==> config.mk <==
export PLATFORM = sky130hd
export DESIGN_NAME = breaker_failure_retrip_timing
export DESIGN_NICKNAME = d
export VERILOG_FILES = /design/src/breaker_types_pkg.sv /design/src/breaker_failure_retrip_timing.sv /design/src/pickup_hysteresis.sv
export VERILOG_INCLUDE_DIRS = /design/src
export SDC_FILE = /design/constraint.sdc
export NUM_CORES = 1
export LEC_CHECK = 0
export BUFFER_PORTS_ARGS = -buffer_cell sky130_fd_sc_hd__buf_2
export CAP_MARGIN = 15
export CELL_PAD_IN_SITES_DETAIL_PLACEMENT = 0
export CELL_PAD_IN_SITES_GLOBAL_PLACEMENT = 1
export CORE_AREA = 2 2 199 250
export CTS_BUF_LIST = sky130_fd_sc_hd__clkbuf_2 sky130_fd_sc_hd__clkbuf_4 sky130_fd_sc_hd__clkbuf_8
export DETAILED_ROUTE_END_ITERATION = 10
export DIE_AREA = 0 0 201 252
export GPL_TIMING_DRIVEN = 0
export PLACE_DENSITY = 0.9
export SKIP_CTS_REPAIR_TIMING = 1
export SYNTH_ARGS = -nofsm -noshare
export SYNTH_HDL_FRONTEND = slang
export SYNTH_HIERARCHICAL = 1
export SYNTH_SLANG_ARGS = --single-unit
==> constraint.sdc <==
create_clock -name CORE_CLK -period 9 [get_ports CORE_CLK]
set_clock_uncertainty 0.2 [all_clocks]
set_input_delay 0.9 -clock CORE_CLK [delete_from_list [all_inputs] [get_ports CORE_CLK]]
set_output_delay 0.9 -clock CORE_CLK [all_outputs]
set_load 0.1 [all_outputs]
==> src/breaker_defs.svh <==
// Constants for the breaker-failure and retrip timing block.
// Operation
// - Blocking input is sampled once per processing cycle and used for that cycle.
// - Pick-up without blocking raises start and, outside the AND modes, runs both delay counters.
// - Pick-up with blocking raises blocked; no counting, no outputs.
// - Blocking after start clears start and counters as a pick-up drop would.
// - One pick-up starts the retrip and breaker-failure counters together.
// - Retrip enable, default on, gates the retrip output entirely.
// - Retrip asserts after continuous start for retrip delay, 5 ms steps, default 100 ms.
// - Breaker-failure asserts after continuous start for its delay, default 200 ms.
// - Current-only mode starts counters on phase or residual overcurrent alone.
// - Current-only mode clears counters once all currents fall below 97 % of threshold.
// - Current-and-trip mode picks up on current but counts only with trip active.
// - Current-and-trip mode raises retrip, then breaker-failure, while both persist.
// - Current-and-trip mode clears counters when current drops or trip releases.
// - Current-or-trip mode counts when current is high or trip is active.
// - Current-or-trip mode clears only when current is low and trip released.
// - Readable condition state: normal, start, retrip, breaker-failure or blocked.
// - Current pick-up sets above threshold, releases below 97 % of it.
// - Mode setting selects current, signal, trip output, or AND/OR combinations.
`ifndef BREAKER_DEFS_SVH
`define BREAKER_DEFS_SVH

`define CLK_PERIOD_PS 64'd5000
`define STEP_TIME_US 64'd5000
`define BLOCK_LEAD_US 64'd5000
`define PS_PER_US 64'd1000000

`define ADDR_CTRL 8'h00
`define ADDR_RETRIP_DELAY 8'h04
`define ADDR_FAIL_DELAY 8'h08
`define ADDR_PHASE_THR 8'h0C
`define ADDR_RES_THR 8'h10
`define ADDR_STATUS 8'h14

`define CTRL_RETRIP_EN 0
`define CTRL_MODE_LO 1
`define CTRL_MODE_HI 3
`define CTRL_RES_EN 4

`define MODE_CURRENT 3'h0
`define MODE_DO 3'h1
`define MODE_SIGNAL 3'h2
`define MODE_CUR_AND_DO 3'h3
`define MODE_CUR_OR_DO 3'h4
`define MODE_CUR_AND_SIG 3'h5
`define MODE_CUR_OR_SIG 3'h6

`define RST_RETRIP_DELAY 19'h00014
`define RST_FAIL_DELAY 19'h00028
`define RST_PHASE_THR 16'h00C8
`define RST_RES_THR 16'h04B0

`define STAT_START 3
`define STAT_RETRIP 4
`define STAT_FAIL 5
`define STAT_BLOCKED 6
`define STAT_BLOCK_IN 7
`define STAT_TRIP_IN 8

`define RESET_PCT 24'h000061
`define FULL_PCT 24'h000064

`endif

==> src/breaker_types_pkg.sv <==
// Types shared by the breaker-failure timing block.
package breaker_types_pkg;
  typedef enum logic [2:0] {
    COND_NORMAL,
    COND_START,
    COND_RETRIP,
    COND_FAIL,
    COND_BLOCKED
  } cond_type;
endpackage

==> src/breaker_failure_retrip_timing.sv <==
// Breaker-failure and retrip timing with pick-up modes, blocking and status.
//
// The strobed register port and the register addresses are this design's own decisions.
`timescale 1ns/100ps
`include "breaker_defs.svh"
module breaker_failure_retrip_timing #(
  parameter int TICK_CYCLES = int'(`STEP_TIME_US * `PS_PER_US / `CLK_PERIOD_PS)
) (
  input wire logic CORE_CLK,
  input wire logic RST,
  input wire logic CE,
  input wire logic [7:0] ADDR,
  input wire logic [31:0] WDATA,
  input wire logic WR,
  input wire logic RD,
  output logic [31:0] RDATA,
  input wire logic [15:0] PHASE_A_MAG,
  input wire logic [15:0] PHASE_B_MAG,
  input wire logic [15:0] PHASE_C_MAG,
  input wire logic [15:0] RESIDUAL_MAG,
  input wire logic BLOCK_IN,
  input wire logic TRIP_MONITOR_IN,
  input wire logic SIGNAL_MONITOR_IN,
  output logic START_OUT,
  output logic BLOCKED_OUT,
  output logic RETRIP_OUT,
  output logic BREAKER_FAILURE_OUTPUT,
  output logic [2:0] CONDITION
);
  logic [2:0] pin_meta_reg;
  logic [2:0] pin_sync_reg;
  logic [19:0] tick_cnt_reg;
  logic retrip_en_reg;
  logic [2:0] mode_reg;
  logic res_en_reg;
  logic [18:0] retrip_dly_reg;
  logic [18:0] fail_dly_reg;
  logic [15:0] phase_thr_reg;
  logic [15:0] res_thr_reg;
  logic [18:0] retrip_cnt_reg;
  logic [18:0] retrip_cnt_next;
  logic [18:0] fail_cnt_reg;
  logic [18:0] fail_cnt_next;
  logic start_reg;
  logic blocked_reg;
  logic retrip_reg;
  logic retrip_next;
  logic fail_reg;
  logic fail_next;
  logic block_smp_reg;
  breaker_types_pkg::cond_type cond_reg;
  breaker_types_pkg::cond_type cond_next;
  logic [31:0] rdata_reg;
  logic [3:0] chan_active;
  logic pickup;
  logic run;

  // Pins from relays and the blocking matrix come from outside this clock.
  always_ff @(posedge CORE_CLK) begin
    if (RST) begin
      pin_meta_reg <= 3'h0;
      pin_sync_reg <= 3'h0;
    end else if (CE) begin
      pin_meta_reg <= {SIGNAL_MONITOR_IN, TRIP_MONITOR_IN, BLOCK_IN};
      pin_sync_reg <= pin_meta_reg;
    end
  end

  wire block_now = pin_sync_reg[0];
  wire trip_now = pin_sync_reg[1];
  wire signal_now = pin_sync_reg[2];

  // One processing cycle per delay step, so every setting counts whole steps.
  wire tick = CE && (tick_cnt_reg == 20'h00000);
  wire [19:0] tick_reload = 20'(TICK_CYCLES - 1);

  always_ff @(posedge CORE_CLK) begin
    if (RST) begin
      tick_cnt_reg <= 20'h00000;
    end else if (CE) begin
      tick_cnt_reg <= tick ? tick_reload : tick_cnt_reg - 20'h00001;
    end
  end

  pickup_hysteresis u_pickup (
    .clk(CORE_CLK),
    .rst(RST),
    .ce(CE),
    .mag({RESIDUAL_MAG, PHASE_C_MAG, PHASE_B_MAG, PHASE_A_MAG}),
    .phase_thr(phase_thr_reg),
    .res_thr(res_thr_reg),
    .res_en(res_en_reg),
    .active(chan_active)
  );

  wire current_pu = |chan_active;

  // In the AND modes pick-up follows current while counting waits for the
  // second condition; leaving it clears the counters rather than holding them.
  always_comb begin
    case (mode_reg)
      `MODE_CURRENT: begin
        pickup = current_pu;
        run = current_pu;
      end
      `MODE_DO: begin
        pickup = trip_now;
        run = trip_now;
      end
      `MODE_SIGNAL: begin
        pickup = signal_now;
        run = signal_now;
      end
      `MODE_CUR_AND_DO: begin
        pickup = current_pu;
        run = current_pu && trip_now;
      end
      `MODE_CUR_OR_DO: begin
        pickup = current_pu || trip_now;
        run = current_pu || trip_now;
      end
      `MODE_CUR_AND_SIG: begin
        pickup = current_pu;
        run = current_pu && signal_now;
      end
      `MODE_CUR_OR_SIG: begin
        pickup = current_pu || signal_now;
        run = current_pu || signal_now;
      end
      default: begin
        pickup = 1'b0;
        run = 1'b0;
      end
    endcase
  end

  // Decisions for a processing cycle all use the blocking level seen at its tick.
  wire go = pickup && !block_now;
  wire count = go && run;
  wire retrip_sat = &retrip_cnt_reg;
  wire fail_sat = &fail_cnt_reg;

  assign retrip_cnt_next = !count ? 19'h00000 :
                           retrip_sat ? retrip_cnt_reg : retrip_cnt_reg + 19'h00001;
  assign fail_cnt_next = !count ? 19'h00000 :
                         fail_sat ? fail_cnt_reg : fail_cnt_reg + 19'h00001;
  assign retrip_next = count && retrip_en_reg && (retrip_cnt_next >= retrip_dly_reg);
  assign fail_next = count && (fail_cnt_next >= fail_dly_reg);

  always_comb begin
    if (!pickup) begin
      cond_next = breaker_types_pkg::COND_NORMAL;
    end else if (block_now) begin
      cond_next = breaker_types_pkg::COND_BLOCKED;
    end else if (fail_next) begin
      cond_next = breaker_types_pkg::COND_FAIL;
    end else if (retrip_next) begin
      cond_next = breaker_types_pkg::COND_RETRIP;
    end else begin
      cond_next = breaker_types_pkg::COND_START;
    end
  end

  always_ff @(posedge CORE_CLK) begin
    if (RST) begin
      retrip_cnt_reg <= 19'h00000;
      fail_cnt_reg <= 19'h00000;
      start_reg <= 1'b0;
      blocked_reg <= 1'b0;
      retrip_reg <= 1'b0;
      fail_reg <= 1'b0;
      block_smp_reg <= 1'b0;
      cond_reg <= breaker_types_pkg::COND_NORMAL;
    end else if (tick) begin
      retrip_cnt_reg <= retrip_cnt_next;
      fail_cnt_reg <= fail_cnt_next;
      start_reg <= go;
      blocked_reg <= pickup && block_now;
      retrip_reg <= retrip_next;
      fail_reg <= fail_next;
      block_smp_reg <= block_now;
      cond_reg <= cond_next;
    end
  end

  // Settings may change while the function runs; they act from the next tick.
  always_ff @(posedge CORE_CLK) begin
    if (RST) begin
      retrip_en_reg <= 1'b1;
      mode_reg <= `MODE_CURRENT;
      res_en_reg <= 1'b0;
      retrip_dly_reg <= `RST_RETRIP_DELAY;
      fail_dly_reg <= `RST_FAIL_DELAY;
      phase_thr_reg <= `RST_PHASE_THR;
      res_thr_reg <= `RST_RES_THR;
    end else if (CE && WR) begin
      case (ADDR)
        `ADDR_CTRL: begin
          retrip_en_reg <= WDATA[`CTRL_RETRIP_EN];
          mode_reg <= WDATA[`CTRL_MODE_HI:`CTRL_MODE_LO];
          res_en_reg <= WDATA[`CTRL_RES_EN];
        end
        `ADDR_RETRIP_DELAY: begin
          retrip_dly_reg <= WDATA[18:0];
        end
        `ADDR_FAIL_DELAY: begin
          fail_dly_reg <= WDATA[18:0];
        end
        `ADDR_PHASE_THR: begin
          phase_thr_reg <= WDATA[15:0];
        end
        `ADDR_RES_THR: begin
          res_thr_reg <= WDATA[15:0];
        end
        default: begin
        end
      endcase
    end
  end

  wire [31:0] ctrl_view = {27'h0000000, res_en_reg, mode_reg, retrip_en_reg};
  wire [31:0] status_view = {23'h000000, trip_now, block_smp_reg, blocked_reg,
                             fail_reg, retrip_reg, start_reg, 3'(cond_reg)};
  wire [31:0] read_mux =
    (ADDR == `ADDR_CTRL) ? ctrl_view :
    (ADDR == `ADDR_RETRIP_DELAY) ? {13'h0000, retrip_dly_reg} :
    (ADDR == `ADDR_FAIL_DELAY) ? {13'h0000, fail_dly_reg} :
    (ADDR == `ADDR_PHASE_THR) ? {16'h0000, phase_thr_reg} :
    (ADDR == `ADDR_RES_THR) ? {16'h0000, res_thr_reg} :
    (ADDR == `ADDR_STATUS) ? status_view : 32'h00000000;

  always_ff @(posedge CORE_CLK) begin
    if (RST) begin
      rdata_reg <= 32'h00000000;
    end else if (CE) begin
      rdata_reg <= RD ? read_mux : 32'h00000000;
    end
  end

  assign RDATA = rdata_reg;
  assign START_OUT = start_reg;
  assign BLOCKED_OUT = blocked_reg;
  assign RETRIP_OUT = retrip_reg;
  assign BREAKER_FAILURE_OUTPUT = fail_reg;
  assign CONDITION = cond_reg;
endmodule

==> src/pickup_hysteresis.sv <==
// Current pick-up comparators with release hysteresis, one per measured channel.
`timescale 1ns/100ps
`include "breaker_defs.svh"
module pickup_hysteresis (
  input wire logic clk,
  input wire logic rst,
  input wire logic ce,
  input wire logic [63:0] mag,
  input wire logic [15:0] phase_thr,
  input wire logic [15:0] res_thr,
  input wire logic res_en,
  output logic [3:0] active
);
  logic [3:0] active_reg;
  logic [3:0] active_next;

  genvar i;
  generate
    for (i = 0; i < 4; i = i + 1) begin : g_chan
      wire [15:0] thr = (i < 3) ? phase_thr : res_thr;
      wire en = (i < 3) ? 1'b1 : res_en;
      wire [15:0] m = mag[16*i +: 16];
      wire above = m > thr;
      // Products keep the 97 % compare exact without division.
      wire below = ({8'h00, m} * `FULL_PCT) < ({8'h00, thr} * `RESET_PCT);
      // Between release and pick-up levels the channel holds its state.
      assign active_next[i] = !en ? 1'b0 :
                              above ? 1'b1 :
                              below ? 1'b0 : active_reg[i];
    end
  endgenerate

  always_ff @(posedge clk) begin
    if (rst) begin
      active_reg <= 4'h0;
    end else if (ce) begin
      active_reg <= active_next;
    end
  end

  assign active = active_reg;
endmodule

==> results_dict.tcl, run 1 <==
set metrics [dict create \
    grt_first_pass_wirelength_um 98600 \
    dr.pass1.iters 6 \
    post_drt_wl_per_cell_um 17.9 \
    finalSetupViolCount 0 \
    cts_tree "built" \
    cp_max_fo 6 \
    cts-root-buf "clkbuf_8" \
    drtAntennaViolNets 0 \
    critPathLaunchType "flip-flop" \
    via_per_inst 5.57 \
    min_to "RDATA[4]$_SDFFE_PP0P_" \
    hold_depth 2 \
    p_leak_nw 11.5 \
    status "completed" \
    gp_congestion 0.952 \
    num-nets-final 3486 \
    arrival_ns 6.81 \
    htreeDepth 4 \
    async_flop_share_pct 0 \
    r2r_end "u_pickup/active[2]$_SDFFE_PP0P_" \
    worstPathRequired_ns 9.16 \
    die_area_um2 50700 \
    cpMostUsedCell "ha_1" \
    endpoint_kind "flip-flop" \
    clkLatencyLatePin_ns 0.48 \
    synth-edff-count 0 \
    rsz0062_at_grt "no" \
    final_cell_mix "526 x ha_1, 365 x inv_1, 218 x nand2_1, 190 x a21oi_1, 169 x dfxtp_1" \
    route.vias.total 19202 \
    ys.flop_type "dfxtp_1" \
    wl_met3_um 2560 \
    cts.clk_slew.worst_paths_ns 0.11 \
    synth_top_family_by_area "adder cells" \
    critPathLaunch "phase_thr_reg[5]$_SDFFE_PP0P_" \
    io_pins 151 \
    crit_chain "ha_1 -> ha_1 -> ha_1 -> inv_1 -> fa_1 -> inv_1 -> ha_1 -> a21o_1 -> a311oi_2 -> nand2_1 -> a21o_1 -> a21oi_1 -> xor2_1 -> ha_1 -> nor2b_1 -> a2111oi_0 -> o211ai_1 -> maj3_1 -> a211o_1 -> o221ai_1 -> maj3_2 -> maj3_2 -> o22ai_2" \
    syn_area_per_cell_um2 8.20 \
    coreArea_um2 48100 \
    peakVddDrop_uv 151 \
    tns_ns 0 \
    drt-total-wl_um 61800 \
    antenna_found_initial 6 \
    hold_class "reg -> reg" \
    layout-drive-gt1-share_pct 7.89 \
    die_x_um 201 \
    wl_met2_um 30800 \
    wl_met1_um 25200 \
    synth_xor_area_share_pct 5.92 \
    numCtsBuffers 17 \
    seq_area_frac_synth_pct 15.7 \
    cts.sinks 169 \
    synth-adder-area-share_pct 36.3 \
    clockBufferDepth 2 \
    slowest_stage "xor2_1" \
    max_cap_viol_count 0 \
    fmax_mhz 150 \
    yosys.cell_types.count 89 \
    grt-ovfl-total 0 \
    max_slew_margin_pct 27.5 \
    worst_pin_slew_ns 1.08 \
    period_share_pct 73.9 \
    portBuffers 124 \
    power_mw 3.03 \
    syn_to_final_growth_pct 8.94 \
    max_stage_delay_ns 0.61 \
    drc 0 \
    grt_pass1_vias 19380 \
    reg2reg_from "phase_thr_reg[5]$_SDFFE_PP0P_" \
    drtIter0Drc 993 \
    post-route-util_pct 48.9 \
    syn_inst 2632 \
    dp_hpwl_um 52000 \
    die_h_um 252 \
    num_rows 90 \
    final_common_cell "ha_1" \
    p_per_area_nw_per_um2 129 \
    topRoutingLayerUsed "met5" \
    post-route-min-period_ns 6.65 \
    stdcell_area_um2 23500 \
    r2r_setup_slack_ns 2.35 \
    whs_ns 0.269 \
    start_util_pct 44.9 \
    track_usage_pct 24.3 \
    place_area_um2 23100 \
    syn_area_um2 21600 \
    worstSetupPathType "reg -> reg" \
    grt_max_degree 19 \
    finalMaxSlewViolations 0 \
    synthSimpleGateAreaFrac_pct 15.4 \
    synth-compound-area-share_pct 17.3 \
    synth_mux_area_share_pct 1.16 \
    ff2ff_path_depth 23 \
    yosys_warnings 6 \
    hold_viol 0 \
    largest_register_ffs 20 \
    synth_seq_cells 169 \
    hold_path_startpoint "RDATA[4]$_SDFFE_PP0P_" \
]
## final cells by class
| type | instances | area [µm²] |
|---|---|---|
| Clock inverter | 15 | 199 |
| Timing Repair Buffer | 125 | 628 |
| Multi-Input combinational cell | 2035 | 16500 |
| Buffer | 75 | 390 |
| Tap cell | 644 | 806 |
| Clock buffer | 17 | 234 |
| Inverter | 365 | 1370 |
| Sequential cell | 169 | 3380 |
| Fill cell | 4695 | 24600 |
| Antenna cell | 5 | 12.5 |
## cells in the mapped netlist (23+ instances only)
library cell	count	area (µm²)
a211oi_1	23	173
a21o_1	47	353
a21oi_1	190	951
a31oi_1	35	219
clkbuf_1	46	173
dfxtp_1	169	3380
fa_1	60	1200
ha_1	526	6580
inv_1	365	1370
mux2i_1	25	250
nand2_1	218	818
nand2b_1	37	231
nand3_1	49	245
nand4_1	42	263
nor2_1	162	608
nor2b_1	26	163
nor3_1	31	155
o21a_1	28	210
o21ai_0	89	445
o21ai_1	25	125
xnor2_1	92	806
xor2_1	52	455
## per-layer routing
layer  up-vias  GRT usage [%]
met3       184           2.53
met2       504           45.2
li1       9540              -
met1      8970           27.4
met5         -              0
met4         4           12.1
## cell families (layout without fill, tap and decap cells)
kind of cell	Yosys count	in the layout
AO/OA/AOI/OAI	584	584
XOR/XNOR	145	145
adder cells (fa/ha/maj)	592	592
buffers and inverters	440	597
flip-flops	169	169
multiplexers	25	25
other	1	18
AND/OR/NAND/NOR	676	676
## stage by stage
step                setup slack (ns)  cells
floorplan                       3.51   2644
global placement                2.69   3412
detailed placement              2.50   3413
CTS                             2.45   3445
global route                    2.04   3449
finish                          2.35   3450
## worst max-delay path: cells and delay by family (launching register included)
| family | cells | cell delay (ns) |
|---|---|---|
| DFF | 1 | 0.54 |
| and+or+nand+nor | 2 | 0.28 |
| buffers and inverters | 2 | 0.09 |
| AOI/OAI and AO/OA | 9 | 1.83 |
| adders and majority gates | 9 | 2.97 |
| xor gates and xnor gates | 1 | 0.61 |
## worst max path at each step
stage / end / slack [ns] / depth (start not counted)
after floorplan: u_pickup/active[2]$_SDFFE_PP0P_ / 3.51 / 24
after global placement: u_pickup/active[2]$_SDFFE_PP0P_ / 2.69 / 24
after detailed placement: u_pickup/active[2]$_SDFFE_PP0P_ / 2.50 / 23
after CTS: u_pickup/active[2]$_SDFFE_PP0P_ / 2.45 / 23
after global routing: u_pickup/active[2]$_SDFFE_PP0P_ / 2.04 / 23
final: u_pickup/active[2]$_SDFFE_PP0P_ / 2.35 / 23
## power breakdown
part,internal [mW],switching [mW]
sequential,0.785,0.0430
combinational,0.673,0.927
clock,0.263,0.339
total,1.72,1.31
(Power assumes the default switching activity.)
==> run 2: changes to the inputs <==
--- a/config.mk
+++ b/config.mk
@@ -10,12 +10,12 @@
 export CAP_MARGIN = 15
 export CELL_PAD_IN_SITES_DETAIL_PLACEMENT = 0
 export CELL_PAD_IN_SITES_GLOBAL_PLACEMENT = 1
-export CORE_AREA = 2 2 199 250
+export CORE_AREA = 2 2 202 253
 export CTS_BUF_LIST = sky130_fd_sc_hd__clkbuf_2 sky130_fd_sc_hd__clkbuf_4 sky130_fd_sc_hd__clkbuf_8
 export DETAILED_ROUTE_END_ITERATION = 10
-export DIE_AREA = 0 0 201 252
+export DIE_AREA = 0 0 204 255
 export GPL_TIMING_DRIVEN = 0
-export PLACE_DENSITY = 0.9
+export PLACE_DENSITY = 0.92
 export SKIP_CTS_REPAIR_TIMING = 1
 export SYNTH_ARGS = -nofsm -noshare
 export SYNTH_HDL_FRONTEND = slang
==> constraint.sdc (replaced) <==
create_clock -name CORE_CLK -period 6 [get_ports CORE_CLK]
set_clock_uncertainty 0.2 [all_clocks]
set_input_delay 0.6 -clock CORE_CLK [delete_from_list [all_inputs] [get_ports CORE_CLK]]
set_output_delay 0.6 -clock CORE_CLK [all_outputs]
set_load 0.1 [all_outputs]
==> results_dict.tcl, run 2 (synthesis gave the netlist of run 1 again) <==
set metrics [dict create \
    status "completed" \
    comb_power_share_pct 54.2 \
    dp_slack_ns -0.404 \
    max_cap_viol_count 0 \
    start_util_pct 43.2 \
    drt-total-wl_um 61500 \
    cts.sinks 169 \
    internal_power_mw 2.52 \
    clockBufferDepth 2 \
    dp_hpwl_um 51700 \
    whs_ns 0.171 \
    finalSetupViolCount 0 \
    syn_to_final_growth_pct 9.30 \
    layout-drive-gt1-share_pct 8.42 \
    worst_pin_slew_ns 1.07 \
    via_per_inst 5.55 \
    arrival_ns 5.94 \
    drtAntennaViolNets 0 \
    grt_first_pass_wirelength_um 98000 \
    stdcell_area_um2 23600 \
    max_slew_margin_pct 27.9 \
    io_pins 151 \
    p_sw_mw 1.95 \
    die_area_um2 52000 \
    die_x_um 204 \
    post-route-min-period_ns 5.78 \
    gp_congestion 0.958 \
    largest_register_ffs 20 \
    grt_max_degree 18 \
    fmax_mhz 173 \
    hold_viol 0 \
    place_area_um2 23100 \
    num_rows 92 \
    grt_pass1_vias 18997 \
    setup_ws_ns 0.218 \
    cp_max_fo 9 \
    cts.clk_slew.worst_paths_ns 0.10 \
    tns_ns 0 \
    htreeDepth 4 \
    drtIter0Drc 1008 \
    period_share_pct 96.4 \
    portBuffers 124 \
    antenna_found_initial 5 \
    cts_tree "built" \
    coreArea_um2 50000 \
    drc 0 \
    grt-ovfl-total 0 \
    p_per_area_nw_per_um2 189 \
    dr.pass1.iters 5 \
    num-nets-final 3489 \
    peakVddDrop_uv 209 \
    endpoint_kind "flip-flop" \
    track_usage_pct 23.6 \
    final_cell_mix "525 x ha_1, 365 x inv_1, 217 x nand2_1, 189 x a21oi_1, 165 x dfxtp_1" \
    cts-root-buf "clkbuf_8" \
    die_h_um 255 \
    final_common_cell "ha_1" \
    seqPwrFrac_pct 27.8 \
    power_mw 4.47 \
    clkLatencyLatePin_ns 0.48 \
    p_leak_nw 11.5 \
    post-route-util_pct 47.2 \
    rsz0062_at_grt "no" \
    worstPathRequired_ns 6.15 \
    worstSetupPathType "reg -> reg" \
    p_clk_share_pct 18.1 \
    post_drt_wl_per_cell_um 17.7 \
    critPathLaunchType "flip-flop" \
    finalMaxSlewViolations 0 \
    route.vias.total 19248 \
    dp_cells 3427 \
    numCtsBuffers 17 \
    switching_share_pct 43.6 \
    fin_cells 3467 \
    hold_class "in -> reg" \
]
## run 2: changes by cell type in the layout (fill, tap and decap cells not counted), moves of 2 or more
| cell | before | now |
|---|---|---|
| dfxtp_1 | 169 | 165 |
| buf_4 | 15 | 18 |
| dfxtp_4 | 0 | 3 |
| inv_6 | 3 | 6 |
| bufinv_16 | 2 | 0 |
| inv_8 | 5 | 3 |
| xnor2_1 | 92 | 90 |
## run 2: path summary, 6_finish.rpt
path                            slack (ns)  cells past startpoint                         endpoint                     startpoint
worst max-delay path                  0.22                     24  u_pickup/active[2]$_SDFFE_PP0P_  phase_thr_reg[6]$_SDFFE_PP1P_
worst min-delay path                  0.17                      3     pin_meta_reg[1]$_SDFFE_PP0P_                TRIP_MONITOR_IN
worst max register to register        0.22                     24  u_pickup/active[2]$_SDFFE_PP0P_  phase_thr_reg[6]$_SDFFE_PP1P_
worst min register to register        0.26                      2            RDATA[4]$_SDFFE_PP0P_          RDATA[4]$_SDFFE_PP0P_
## run 2: final cells by class
| class | count | area (µm²) |
|---|---|---|
| diodes | 5 | 12.5 |
| plain buffers | 75 | 390 |
| clock buffers | 19 | 255 |
| clock inverters | 13 | 126 |
| fillers | 4899 | 26400 |
| inverters | 365 | 1370 |
| multi-input cells | 2035 | 16600 |
| flip-flops and latches | 169 | 3400 |
| well taps | 658 | 823 |
| repair buffers | 128 | 651 |
## run 2: worst max-delay path, stage by stage (launching register included)
cell	delay (ns)
dfxtp_4	0.39
ha_1	0.30
ha_1	0.30
ha_1	0.28
inv_1	0.05
fa_1	0.49
inv_1	0.04
ha_1	0.29
buf_6	0.15
and2_4	0.16
a311oi_4	0.24
nand2_2	0.11
a21o_1	0.20
a21oi_2	0.18
xor2_2	0.28
ha_1	0.31
nor2b_1	0.15
a2111oi_2	0.22
o211ai_1	0.14
maj3_1	0.37
a211o_1	0.24
o221ai_1	0.08
maj3_2	0.24
maj3_2	0.20
o22ai_2	0.07
## run 2: routing by layer
metal	wire length, µm	up-vias	part of all wire, %	GRT usage, %
met1	25100	9056	41	27.5
met4	2860	0	4.7	11.3
met5	0	-	0	0
met2	31000	530	50	43.4
li1	-	9528	-	-
met3	2540	134	4.1	2.09
## run 2: power groups by stage
stage / sequential (mW) / clock, mW / combinational [mW]
floorplan: 1.27 / 0 / 1.81
global placement: 1.26 / 0 / 2.28
detailed placement: 1.27 / 0 / 2.38
CTS: 1.24 / 0.820 / 2.40
global route: 1.25 / 0.858 / 2.74
finish: 1.24 / 0.807 / 2.42
==> run 3: changes to the inputs <==
==> constraint.sdc (replaced) <==
create_clock -name CORE_CLK -period 5.3 [get_ports CORE_CLK]
set_clock_uncertainty 0.2 [all_clocks]
set_input_delay 0.53 -clock CORE_CLK [delete_from_list [all_inputs] [get_ports CORE_CLK]]
set_output_delay 0.53 -clock CORE_CLK [all_outputs]
set_load 0.1 [all_outputs]
==> results_dict.tcl, run 3 (synthesis gave the netlist of run 1 again) <==
set metrics [dict create \
    status "finished, violations left" \
    violations "negative setup slack" \
    final_common_cell "ha_1" \
    clockBufferDepth 2 \
    worstPathRequired_ns 5.47 \
    p_per_area_nw_per_um2 213 \
    die_x_um 204 \
    drt-total-wl_um 63300 \
    portBuffers 124 \
    post-route-util_pct 48.4 \
    hold_depth 3 \
    grt_pass1_vias 19280 \
    tns_ns -0.528 \
    r2r_end "u_pickup/active[2]$_SDFFE_PP0P_" \
    syn_to_final_growth_pct 12.0 \
    switching_share_pct 43.5 \
    dp_slack_ns -0.757 \
    coreArea_um2 50000 \
    seqPwrFrac_pct 27.2 \
    clkLatencyLatePin_ns 0.48 \
    start_util_pct 43.2 \
    max_cap_viol_count 0 \
    track_usage_pct 23.7 \
    drtIter0Drc 927 \
    rsz0062_at_grt "yes" \
    arrival_ns 5.80 \
    dr.pass1.iters 5 \
    hold_path_startpoint "SIGNAL_MONITOR_IN" \
    htreeDepth 4 \
    fin_cells 3482 \
    internal_power_mw 2.91 \
    post_drt_wl_per_cell_um 18.2 \
    die_h_um 255 \
    period_share_pct 106 \
    gp_congestion 0.943 \
    p_clk_share_pct 17.8 \
    grt_first_pass_wirelength_um 98200 \
    hold_class "in -> reg" \
    ff2ff_path_depth 23 \
    comb_power_share_pct 55.0 \
    peakVddDrop_uv 194 \
    cts_tree "built" \
    fmax_mhz 178 \
    r2r_setup_slack_ns -0.33 \
    grt-ovfl-total 0 \
    min_to "pin_meta_reg[2]$_SDFFE_PP0P_" \
    antenna_found_initial 6 \
    cts-root-buf "clkbuf_8" \
    critPathLaunchType "flip-flop" \
    dp_hpwl_um 52200 \
    largest_register_ffs 20 \
    dp_cells 3427 \
    cp_max_fo 5 \
    num-nets-final 3507 \
    worstSetupPathType "reg -> reg" \
    io_pins 151 \
    layout-drive-gt1-share_pct 11.4 \
    finalMaxSlewViolations 0 \
    route.vias.total 19468 \
    numCtsBuffers 17 \
    worst_pin_slew_ns 1.12 \
    final_cell_mix "500 x ha_1, 361 x inv_1, 217 x nand2_1, 184 x a21oi_1, 162 x nor2_1" \
    max_slew_margin_pct 24.9 \
    p_leak_nw 11.6 \
    via_per_inst 5.59 \
    drtAntennaViolNets 0 \
    p_sw_mw 2.24 \
    reg2reg_from "phase_thr_reg[4]$_SDFFE_PP0P_" \
    die_area_um2 52000 \
    num_rows 92 \
    grt_max_degree 17 \
    drc 0 \
    setup_ws_ns -0.326 \
    cts.clk_slew.worst_paths_ns 0.10 \
    post-route-min-period_ns 5.63 \
    cts.sinks 169 \
    finalSetupViolCount 2 \
    endpoint_kind "flip-flop" \
    hold_viol 0 \
]
==> run 3: changes by cell type in the layout (fill, tap and decap cells not counted), moves of 5 or more <==
cell,previous run,this run
ha_1,525,500
ha_4,1,22
buf_4,18,36
dfxtp_1,165,151
dfxtp_4,3,12
a21oi_1,189,184
dfxtp_2,1,6
==> run 3: cell type report <==
cell class,instances,area [µm²]
inverters,365,1370
clock buffers,18,248
plain buffers,75,390
multi-input cells,2035,17000
diodes,4,10.0
repair buffers,146,786
well taps,658,823
fillers,4901,25800
clock inverters,12,116
flip-flops and latches,169,3440
==> run 3: power groups by stage <==
stage                     Combinational [mW]  Sequential [mW]  Clock, mW
after floorplan                         2.05             1.44          0
after global placement                  2.59             1.43          0
after detailed placement                2.70             1.43          0
after CTS                               2.72             1.40      0.922
after global routing                    3.17             1.41      0.980
final                                   2.83             1.40      0.920
==> run 3: worst max-delay path by stage <==
stage                                  startpoint                               to  slack (ns)  cells past startpoint
global route        phase_thr_reg[4]$_SDFFE_PP0P_  u_pickup/active[2]$_SDFFE_PP0P_       -0.45                     23
floorplan           phase_thr_reg[7]$_SDFFE_PP1P_  u_pickup/active[2]$_SDFFE_PP0P_       -0.01                     24
CTS                 phase_thr_reg[7]$_SDFFE_PP1P_  u_pickup/active[2]$_SDFFE_PP0P_       -0.80                     24
finish              phase_thr_reg[4]$_SDFFE_PP0P_  u_pickup/active[2]$_SDFFE_PP0P_       -0.33                     23
detailed placement  phase_thr_reg[7]$_SDFFE_PP1P_  u_pickup/active[2]$_SDFFE_PP0P_       -0.76                     24
global placement    phase_thr_reg[7]$_SDFFE_PP1P_  u_pickup/active[2]$_SDFFE_PP0P_       -0.77                     24
==> run 3: stage by stage <==
| stage | cell area [µm²] | power (mW) | hold slack [ns] |
|---|---|---|---|
| after floorplan | 21700 | 3.48 | 0.236 |
| after global placement | 23100 | 4.01 | 0.244 |
| after detailed placement | 23100 | 4.13 | 0.253 |
| after CTS | 23500 | 5.05 | 0.0991 |
| after global routing | 24200 | 5.56 | 0.105 |
| final | 24200 | 5.15 | 0.0931 |
==> run 3: worst max-delay path, cell delays in order (launching register included) <==
cell and delay (ns):
dfxtp_4 0.39, ha_4 0.28, ha_4 0.19, ha_1 0.26, inv_1 0.05, fa_1 0.50
inv_2 0.05, ha_4 0.24, a21o_1 0.20, a311oi_4 0.33, nand2_2 0.15, a21o_1 0.21
a21oi_4 0.20, xor2_4 0.27, ha_4 0.25, nor2b_4 0.13, a2111oi_4 0.31, o211ai_1 0.14
maj3_2 0.31, a211o_1 0.28, o221ai_2 0.06, maj3_2 0.22, maj3_2 0.20, o22ai_2 0.06
==> run 3: per-layer routing <==
layer  up-vias  track usage, %  wire (µm)
met2       535            44.1      31700
met3       149            2.05       2600
met4         4            12.5       3370
met5         -               0         21
met1      9206            26.9      25500
li1       9574               -          -
